===== src/logic/pwbp_pkg.sv =====
// Purpose: shared constants and carriers for the page window and bus priority block
// Assumes: one 125 MHz clock, core and debug master on the same clock
// Notes:   stack grows downward, 16-bit values stored as one wide access
package pwbp_pkg;

  localparam int          PWBP_CLK_PERIOD_NS = 8;
  localparam int          PWBP_BDM_WAIT_MAX  = 128;
  localparam logic [7:0]  PWBP_WAIT_LIMIT    = PWBP_BDM_WAIT_MAX[7:0];
  localparam logic [7:0]  PWBP_WAIT_SAT      = 8'hFF;
  localparam int          PWBP_PAGE_BITS     = 8;
  localparam int          PWBP_WIN_BITS      = 14;
  localparam int          PWBP_PHYS_BITS     = PWBP_PAGE_BITS + PWBP_WIN_BITS;
  localparam logic [1:0]  PWBP_WIN_SEL       = 2'h2;
  localparam logic [7:0]  PWBP_PAGE_RESET    = 8'h00;
  localparam logic [15:0] PWBP_STEP_WORD     = 16'h0002;
  localparam logic [15:0] PWBP_STEP_BYTE     = 16'h0001;

  typedef enum logic [1:0] {
    PWBP_ARB_IDLE = 2'b00,
    PWBP_ARB_CORE = 2'b01,
    PWBP_ARB_BDM  = 2'b10
  } pwbp_arb_type;

  typedef enum logic [3:0] {
    PWBP_SEQ_IDLE      = 4'b0000,
    PWBP_SEQ_PTR_PAGE  = 4'b0001,
    PWBP_SEQ_PTR_ADDR  = 4'b0010,
    PWBP_SEQ_SWAP      = 4'b0011,
    PWBP_SEQ_PUSH_RET  = 4'b0100,
    PWBP_SEQ_PUSH_PAGE = 4'b0101,
    PWBP_SEQ_JUMP      = 4'b0110,
    PWBP_SEQ_POP_PAGE  = 4'b0111,
    PWBP_SEQ_POP_RET   = 4'b1000
  } pwbp_seq_type;

  typedef struct packed {
    logic        start_call;
    logic        start_rtc;
    logic        indirect;
    logic [7:0]  page;
    logic [15:0] target;
    logic [15:0] ret_pc;
    logic [15:0] sp;
    logic [15:0] ptr;
  } pwbp_cmd_type;

  typedef struct packed {
    logic        valid;
    logic        we;
    logic        wide;
    logic [15:0] addr;
    logic [15:0] wdata;
  } pwbp_mem_type;

  typedef struct packed {
    pwbp_arb_type arb;
    logic [7:0]   bdm_wait;
    logic         core_gnt;
    logic         bdm_gnt;
    logic         core_stall;
    pwbp_seq_type seq;
    logic [7:0]   page;
    logic [7:0]   saved_page;
    logic [7:0]   new_page;
    logic [15:0]  target;
    logic [15:0]  ret_pc;
    logic [15:0]  sp;
    logic [15:0]  ptr;
    pwbp_mem_type mem;
    logic         irq_hold;
    logic         exec_start;
    logic [15:0]  exec_pc;
    logic [15:0]  exec_sp;
    logic [PWBP_PHYS_BITS-1:0] phys_addr;
    logic         phys_paged;
  } pwbp_state_type;

endpackage : pwbp_pkg


===== src/logic/pwbp_top.sv =====
// Purpose: bus arbitration between core and debug master, plus paged call/return sequencing
// Assumes: all inputs come from logic on ref_clk; memory port answers with mem_ack
// Notes:   the block raises no interrupt request; its irq_hold output only masks interrupts during paged sequences
module pwbp_top (
  input  wire logic                 ref_clk,
  input  wire logic                 rst,
  input  wire logic                 core_req,
  input  wire logic                 core_op_last,
  input  wire logic                 bdm_req,
  output logic                      core_gnt,
  output logic                      bdm_gnt,
  output logic                      core_stall,
  input  pwbp_pkg::pwbp_cmd_type    cmd,
  output pwbp_pkg::pwbp_mem_type    mem_req,
  input  wire logic                 mem_ack,
  input  wire logic [15:0]          mem_rdata,
  output logic                      irq_hold,
  output logic                      exec_start,
  output logic [15:0]               exec_pc,
  output logic [15:0]               exec_sp,
  output logic [7:0]                program_page_select,
  input  wire logic [15:0]          local_addr,
  output logic [pwbp_pkg::PWBP_PHYS_BITS-1:0] phys_addr,
  output logic                      phys_paged
);
  import pwbp_pkg::*;

  pwbp_state_type st_ff;
  pwbp_state_type nxt_st;
  logic           bdm_urgent;
  logic           mem_done;

  assign bdm_urgent = st_ff.bdm_wait > PWBP_WAIT_LIMIT;
  assign mem_done   = st_ff.mem.valid && mem_ack;

  always_comb begin
    nxt_st = st_ff;
    nxt_st.exec_start = 1'b0;

    // waiting counter saturates so a long hold-off never wraps back to low priority
    if (!bdm_req || st_ff.bdm_gnt) begin
      nxt_st.bdm_wait = 8'h00;
    end else if (st_ff.bdm_wait != PWBP_WAIT_SAT) begin
      nxt_st.bdm_wait = st_ff.bdm_wait + 8'h01;
    end

    unique case (st_ff.arb)
      PWBP_ARB_IDLE: begin
        if (bdm_req && (bdm_urgent || !core_req)) begin
          nxt_st.arb = PWBP_ARB_BDM;
        end else if (core_req) begin
          nxt_st.arb = PWBP_ARB_CORE;
        end
      end
      PWBP_ARB_CORE: begin
        if (!core_req) begin
          nxt_st.arb = PWBP_ARB_IDLE;
        end else if (core_op_last && bdm_req && bdm_urgent) begin
          nxt_st.arb = PWBP_ARB_BDM;
        end
      end
      PWBP_ARB_BDM: begin
        if (!bdm_req) begin
          nxt_st.arb = PWBP_ARB_IDLE;
        end
      end
      default: nxt_st.arb = PWBP_ARB_IDLE;
    endcase
    // grants decode from a single state, so two owners cannot coexist
    nxt_st.core_gnt   = (nxt_st.arb == PWBP_ARB_CORE);
    nxt_st.bdm_gnt    = (nxt_st.arb == PWBP_ARB_BDM);
    nxt_st.core_stall = core_req && (nxt_st.arb == PWBP_ARB_BDM);

    if (mem_done) begin
      nxt_st.mem.valid = 1'b0;
    end
    unique case (st_ff.seq)
      PWBP_SEQ_IDLE: begin
        nxt_st.ret_pc = cmd.ret_pc;
        nxt_st.sp     = cmd.sp;
        nxt_st.ptr    = cmd.ptr;
        if (cmd.start_call) begin
          nxt_st.target = cmd.target;
          if (cmd.indirect) begin
            nxt_st.seq = PWBP_SEQ_PTR_PAGE;
            nxt_st.mem = '{valid: 1'b1, we: 1'b0, wide: 1'b0, addr: cmd.ptr, wdata: 16'h0000};
          end else begin
            nxt_st.new_page = cmd.page;
            nxt_st.seq      = PWBP_SEQ_SWAP;
          end
        end else if (cmd.start_rtc) begin
          nxt_st.seq = PWBP_SEQ_POP_PAGE;
          nxt_st.mem = '{valid: 1'b1, we: 1'b0, wide: 1'b0, addr: cmd.sp, wdata: 16'h0000};
        end
      end
      PWBP_SEQ_PTR_PAGE: begin
        if (mem_done) begin
          nxt_st.new_page = mem_rdata[7:0];
          nxt_st.seq      = PWBP_SEQ_PTR_ADDR;
          nxt_st.mem      = '{valid: 1'b1, we: 1'b0, wide: 1'b1, addr: st_ff.ptr + PWBP_STEP_BYTE,
                              wdata: 16'h0000};
        end
      end
      PWBP_SEQ_PTR_ADDR: begin
        if (mem_done) begin
          nxt_st.target = mem_rdata;
          nxt_st.seq    = PWBP_SEQ_SWAP;
        end
      end
      PWBP_SEQ_SWAP: begin
        nxt_st.saved_page = st_ff.page;
        nxt_st.page       = st_ff.new_page;
        nxt_st.sp         = st_ff.sp - PWBP_STEP_WORD;
        nxt_st.mem        = '{valid: 1'b1, we: 1'b1, wide: 1'b1, addr: st_ff.sp - PWBP_STEP_WORD,
                              wdata: st_ff.ret_pc};
        nxt_st.seq        = PWBP_SEQ_PUSH_RET;
      end
      PWBP_SEQ_PUSH_RET: begin
        if (mem_done) begin
          nxt_st.sp  = st_ff.sp - PWBP_STEP_BYTE;
          nxt_st.mem = '{valid: 1'b1, we: 1'b1, wide: 1'b0, addr: st_ff.sp - PWBP_STEP_BYTE,
                         wdata: {8'h00, st_ff.saved_page}};
          nxt_st.seq = PWBP_SEQ_PUSH_PAGE;
        end
      end
      PWBP_SEQ_PUSH_PAGE: begin
        if (mem_done) begin
          nxt_st.seq = PWBP_SEQ_JUMP;
        end
      end
      PWBP_SEQ_JUMP: begin
        nxt_st.exec_start = 1'b1;
        nxt_st.exec_pc    = st_ff.target;
        nxt_st.exec_sp    = st_ff.sp;
        nxt_st.seq        = PWBP_SEQ_IDLE;
      end
      PWBP_SEQ_POP_PAGE: begin
        if (mem_done) begin
          nxt_st.page = mem_rdata[7:0];
          nxt_st.sp   = st_ff.sp + PWBP_STEP_BYTE;
          nxt_st.mem  = '{valid: 1'b1, we: 1'b0, wide: 1'b1, addr: st_ff.sp + PWBP_STEP_BYTE,
                          wdata: 16'h0000};
          nxt_st.seq  = PWBP_SEQ_POP_RET;
        end
      end
      PWBP_SEQ_POP_RET: begin
        if (mem_done) begin
          nxt_st.target = mem_rdata;
          nxt_st.sp     = st_ff.sp + PWBP_STEP_WORD;
          nxt_st.seq    = PWBP_SEQ_JUMP;
        end
      end
      default: nxt_st.seq = PWBP_SEQ_IDLE;
    endcase
    // hold interrupts from the accepting edge until the jump is issued
    nxt_st.irq_hold = (nxt_st.seq != PWBP_SEQ_IDLE);

    nxt_st.phys_paged = (local_addr[15:14] == PWBP_WIN_SEL);
    nxt_st.phys_addr  = nxt_st.phys_paged ? {st_ff.page, local_addr[PWBP_WIN_BITS-1:0]}
                                          : {6'h00, local_addr};
  end

  always_ff @(posedge ref_clk or posedge rst) begin
    if (rst) begin
      st_ff      <= '0;
      st_ff.arb  <= PWBP_ARB_IDLE;
      st_ff.seq  <= PWBP_SEQ_IDLE;
      st_ff.page <= PWBP_PAGE_RESET;
    end else begin
      st_ff <= nxt_st;
    end
  end

  // no interrupt request port exists at all
  assign core_gnt            = st_ff.core_gnt;
  assign bdm_gnt             = st_ff.bdm_gnt;
  assign core_stall          = st_ff.core_stall;
  assign mem_req             = st_ff.mem;
  assign irq_hold            = st_ff.irq_hold;
  assign exec_start          = st_ff.exec_start;
  assign exec_pc             = st_ff.exec_pc;
  assign exec_sp             = st_ff.exec_sp;
  assign program_page_select = st_ff.page;
  assign phys_addr           = st_ff.phys_addr;
  assign phys_paged          = st_ff.phys_paged;
endmodule : pwbp_top


===== config.mk =====
export PLATFORM = sky130hd
export DESIGN_NAME = pwbp_top
export DESIGN_NICKNAME = d
export VERILOG_FILES = /design/src/logic/pwbp_pkg.sv /design/src/logic/pwbp_top.sv
export SDC_FILE = /design/constraint.sdc
export NUM_CORES = 1
export LEC_CHECK = 0
export ABC_AREA = 1
export ABC_CLOCK_PERIOD_IN_PS = 23600
export BUFFER_PORTS_ARGS = -buffer_cell sky130_fd_sc_hd__buf_2
export CAP_MARGIN = 40
export CORE_UTILIZATION = 40
export CTS_CLUSTER_DIAMETER = 150
export DETAILED_ROUTE_END_ITERATION = 6
export PLACE_DENSITY = 0.58
export SYNTH_ARGS = -nofsm -noshare
export SYNTH_HDL_FRONTEND = slang
export SYNTH_SLANG_ARGS = --single-unit

===== constraint.sdc =====
create_clock -name ref_clk -period 23.6 [get_ports ref_clk]
set_clock_uncertainty 0.2 [all_clocks]
set_input_delay 7.08 -clock ref_clk [delete_from_list [all_inputs] [get_ports ref_clk]]
set_output_delay 7.08 -clock ref_clk [all_outputs]
set_load 0.1 [all_outputs]

**After elaboration in Yosys (flattened, before gate mapping)**

Cells that the tools add are included.

- Mux-type cells: 38
- Reduce and logical (&&, ||, !) cells: 25
- Add/sub/neg operators: 6
- Order comparisons: 1
- Equality and inequality tests: 23

Operator list:

| cell | number |
|---|---|
| $mux W35 | 6 |
| $pmux W35 S5 | 1 |
| $pmux W16 S5 | 1 |
| $mux W16 | 4 |
| $mux W33 | 1 |
| $add A16 B1 Y16 const B | 2 |
| $mux W8 | 4 |
| $pmux W16 S2 | 1 |
| $pmux W8 S2 | 2 |
| $pmux W4 S7 | 1 |
| $mux W24 | 1 |
| $mux W4 | 6 |
| $mux W22 | 1 |
| $add A16 B2 Y16 const B | 1 |
| $eq A4 B3 Y1 const B | 4 |
| $sub A16 B1 Y16 const B | 1 |
| $sub A16 B2 Y16 const B | 1 |
| $mux W12 | 1 |
| $mux W2 | 6 |
| $ne A2 B2 Y1 const B | 6 |
| $reduce_bool A5 Y1 | 2 |
| $add A8 B1 Y8 const B | 1 |
| $eq A4 B2 Y1 const B | 2 |
| $gt A8 B8 Y1 const B | 1 |
| 21 further kinds | 36 |

- Output and inout bits: 103
- Input bits: 113
- Register bits: 197
- Word-level logic and storage cells: 117

**Logic depth before layout (Yosys ltp)**

- Word-level depth: 7
- Gate-level depth with buffers: 14
- Mapped depth without buffers: 13

**Worst setup path after synthesis**

Ideal clock, no wire load.

- Kind: input to register
- Start point: in mem_ack
- End point: reg st_ff (netlist bit mem_req[25])
- Setup time: 0.126 ns
- Setup slack: 15.173 ns
- Arrival time: 8.101 ns
- Buffers on the path: 1
- Required time: 23.274 ns
- Stages on the path: 9
- Cell sequence: nand2_1 -> buf_2 -> inv_1 -> nand2_1 -> clkinv_1 -> nand3_1 -> nand2_1 -> nor2_1 -> nand3_1

- Longest elaborated chain between the ends: 3
- Elaborated cells on any way between the ends: 5
- Those cells by class: 3 x eq/ne; 2 x reduce/logical

Ends and longest elaborated chain:

| item | RTL line | source |
|---|---|---|
| from (decl) | pwbp_top.sv:15 | `input wire logic mem_ack,` |
| $logic_and A1 B1 Y1 * | pwbp_top.sv:34 | `assign mem_done = st_ff.mem.valid && mem_ack;` |
| $ne A2 B2 Y1 (no line) | n/a |  |
| $reduce_and A6 Y1 (no line) * | n/a |  |
| to (signal assigned) | pwbp_top.sv:170 | `st_ff <= nxt_st;` |
| to (decl) | pwbp_top.sv:28 | `pwbp_state_type st_ff;` |

Mark *: on every way between the ends. The rest lies on a longest branch, timed or not.
A chain may end at the register's enable or synchronous reset.

**Worst setup path in the final report**

- Start point: in mem_ack
- End point: reg st_ff[143] (netlist bit)

- Longest elaborated chain between the ends: 3

Ends and longest elaborated chain:

| item | RTL line |
|---|---|
| $logic_and A1 B1 Y1 | pwbp_top.sv:34 |
| $ne A2 B1 Y1 (no line) | n/a |
| $reduce_and A3 Y1 (no line) | n/a |

Every way passes these cells.

==> out/summary.md <==
## Outcome
• **run status** finished, final reports clean

## Placed design
• **Final GP Congestion** 0.9024
• **placed cells** 1919
• **placed standard-cell area** 11730 um2
• **Buffers on Ports** 215
• **worst setup timing slack at the placement stage** 14.06 ns
• **HPWL after detailed placement** 23960 um

## Synthesis
• **average size of a mapped cell** 7.505 um2
• **Mapped Nets** 1601
• **dominant combinational cell family by area after synthesis** simple AND/OR/NAND/NOR gates
• **count of flip-flops with a built-in enable after synthesis** 0
• **gate count of the mapped netlist** 1480
• **Synth Area in Adders** 0.009012
• **Post-Synth Simple-Gate Area** 0.2789
• **library cell with the largest summed area after synthesis** sky130_fd_sc_hd__dfrtp_1
• **post-synthesis sequential element count** 197
• **Yosys cell types** 45
• **top post-synthesis cells by area** sky130_fd_sc_hd__dfrtp_1 (44%), sky130_fd_sc_hd__nand2_1 (14%), sky130_fd_sc_hd__buf_4 (7.2%), sky130_fd_sc_hd__o21ai_0 (6.2%), sky130_fd_sc_hd__nor2_1 (4.7%)
• **sequential fraction of the synthesis area** 0.4438
• **synthesized-area fraction occupied by xor and xnor cells** 0.004731
• **cell area after synthesis** 11110 um2
• **share of the synthesized area in compound gates (AO/OA/AOI/OAI)** 0.1230
• **Syn. warnings** 0
• **async set or reset register ratio after synthesis** 1.000
• **dominant synthesized flop cell** sky130_fd_sc_hd__dfrtp_1
• **fraction of post-synthesis cell area in the top cell type by area** 0.4438
• **multiplexer area fraction after synthesis** 0

## Setup path
• **critical path peak fanout** 32
• **required time at the endpoint of the critical path** 23.70 ns
• **longest individual stage delay on the worst path** 0.75 ns
• **slowest cell on the critical path** sky130_fd_sc_hd__inv_1
• **signal arrival time at the worst endpoint** 9.19 ns
• **WS Path Type** in -> reg
• **sort of element at the start of the critical path** input pin
• **list of cells traversed by the critical path** buf_2 > nand2_1 > inv_1 > nand2_2 > a21oi_4 > o21ai_0
• **endpoint class of the critical path** flop

## STA
• **fmax** 0.1099 GHz
• **number of endpoints failing setup at the final stage** 0
• **min Tclk post-route** 9.096 ns
• **Max-slew headroom** 0.4392
• **Worst Slack Setup Final** 14.50 ns
• **worst hold slack** 0.2804 ns
• **RSZ-0062 raised after global routing** false
• **total negative slack for setup checks** 0 ns
• **number of failing hold endpoints at the final stage** 0
• **slew at the pin with the worst max-slew slack** 0.8403 ns
• **total count of max-transition violations in the final report** 0
• **final cycle utilization of the critical path** 0.3854

## Power
• **pwr dens** 164.0 nW/um2
• **static leakage** 6.287 nW
• **largest voltage drop on the vdd net** 0.09949 mV

## Global route
• **Remaining Overflow, GRT** 0
• **global-route wire length before repair** 50990 um
• **maximum number of pins on one net before global-route repair** 101
• **overall track demand over capacity in global routing** 0.2320
• **initial antenna violation count** 0
• **number of global-route vias before repair** 9236

## Layout
• **area grow syn2layout** 11.33%
• **proportion of layout cells with a drive suffix above 1** 0.1856
• **post-layout net count** 1687
• **Filler Cell Count** 2770
• **Layout Cells excl Fill** 1951
• **area of all placed cells without fillers** 12370 um2
• **antenna cell count** 0

## Route
• **DR vias** 10000
• **1st-iter DRT viols** 846
• **routed wirelength normalized by instance count** 16.86 um
• **DRC violations left** 0
• **vias per inst** 5.126
• **antenna violation net count after detailed routing** 0
• **number of search-and-repair iterations in the first detailed-routing pass** 5
• **final routed wirelength across all metal layers** 32890 um

## Die
• **number of placement rows** 60
• **Ports** 216
• **initial standard-cell utilization of the core** 0.4098
• **Die Y-Extent** 168.6 um
• **Std-Cell Core Area** 27100 um2
• **die outline area** 28440 um2
• **die width** 168.6 um

## Clock tree
• **clock buffer depth** 2
• **Resize count post-CTS** 0
• **clock-pin transition on the worst setup and hold timing paths** 0.08 ns
• **H-tree levels** 4
• **Setup Fix Bufs, Post-CTS** 0
• **TritonCTS clock tree** done
• **clock insertion delay at the later pin of the skew report** 0.45 ns
• **Root Driver** sky130_fd_sc_hd__clkbuf_16
• **count of hold buffers inserted by post-cts repair** 0
• **# clock sinks** 197
• **CTS buffer count** 17

## Worst hold path
• **class of the worst hold path** reg -> reg

## Job
• **number of max-cap violations** 0

## layout by cell type, fill, tap and decap left out, types with 9 or more instances in the layout
cell	instances
sky130_fd_sc_hd__a21oi_1	41
sky130_fd_sc_hd__nand3_1	104
sky130_fd_sc_hd__a31oi_1	12
sky130_fd_sc_hd__nor2_1	140
sky130_fd_sc_hd__nand4_1	29
sky130_fd_sc_hd__o21ai_1	20
sky130_fd_sc_hd__dfrtp_1	197
sky130_fd_sc_hd__inv_1	128
sky130_fd_sc_hd__clkbuf_16	17
sky130_fd_sc_hd__o21ai_0	137
sky130_fd_sc_hd__nand2_1	422
sky130_fd_sc_hd__inv_2	9
sky130_fd_sc_hd__buf_2	215
## Yosys cell counts (all sizes together) (2+ instances only)
library cell  number
nor2             151
dfrtp            197
clkbuf            18
a22oi              8
o221ai             8
ha                 8
xor2               5
buf              135
nand3            105
nor3               8
nand4             29
nand2            435
inv              139
a21oi             43
a31oi             12
o22ai              4
o31ai              2
o2111ai            2
o21ai            158
a22o               2
## where the power goes
| part | internal, mW | total (mW) | switching [mW] |
|---|---|---|---|
| clock | 0.149 | 0.311 | 0.163 |
| sequential | 0.473 | 0.581 | 0.108 |
| combinational | 0.228 | 1.14 | 0.908 |
## critical path, delay by kind of cell
family / cells / cell delay [ns]
AOI/OAI and AO/OA: 2 / 0.81
and+or+nand+nor: 2 / 0.45
buffers and inverters: 2 / 0.84
## worst paths after layout
kind	to	cells past startpoint	slack [ns]	from
max	st_ff[143]	6	14.50	mem_ack
min	st_ff[191]	1	0.28	bdm_gnt
max reg2reg	st_ff[143]	8	20.78	st_ff[181]
min reg2reg	st_ff[191]	1	0.28	bdm_gnt
max in group asynchronous	st_ff[159]	5	15.50	rst
min in group asynchronous	phys_addr[13]	2	6.39	rst
## flip-flops by register name (all words and copies together) (netlist names)
| name | cells |
|---|---|
| st_ff | 94 |
| mem_req | 35 |
| phys_addr | 22 |
| exec_pc | 16 |
| exec_sp | 16 |
| program_page_select | 8 |
| bdm_gnt | 1 |
| core_gnt | 1 |
| core_stall | 1 |
| exec_start | 1 |
| irq_hold | 1 |
| phys_paged | 1 |
## metrics by stage
stage | util | total power, mW
CTS | 0.4563 | 2.033
floorplan | - | 1.569
global placement | 0.4293 | 1.700
finish | 0.4563 | 2.028
global route | 0.4563 | 2.159
detailed placement | 0.4327 | 1.717
## cell type report
type / count / area, um2 / area share
sequential: 197 / 4930 / 0.3987
clock inverter: 15 / 212.7 / 0.01720
multi-input combinational: 990 / 4619 / 0.3736
tap: 372 / 465.4 / 0.03764
clock buffer: 17 / 425.4 / 0.03440
timing repair buffer: 220 / 1177 / 0.09521
inverter: 140 / 535.5 / 0.04331
## metal layers
metal,GRT usage,vias up,part of all wire
met3,0.03390,34,0.062
li1,-,4861,-
met5,0,-,0
met4,0.06522,0,0.015
met1,0.3331,4731,0.47
met2,0.3637,375,0.46
## kinds of logic (layout without fill, tap and decap cells)
kind of cell             after synthesis  after routing
AND/OR/NAND/NOR                      732            732
buffers and inverters                293            392
AO/OA/AOI/OAI                        244            244
flip-flops                           197            197
adder cells (fa/ha/maj)                8              8
XOR/XNOR                               6              6
No activity file was read; power rests on OpenSTA's default activity.
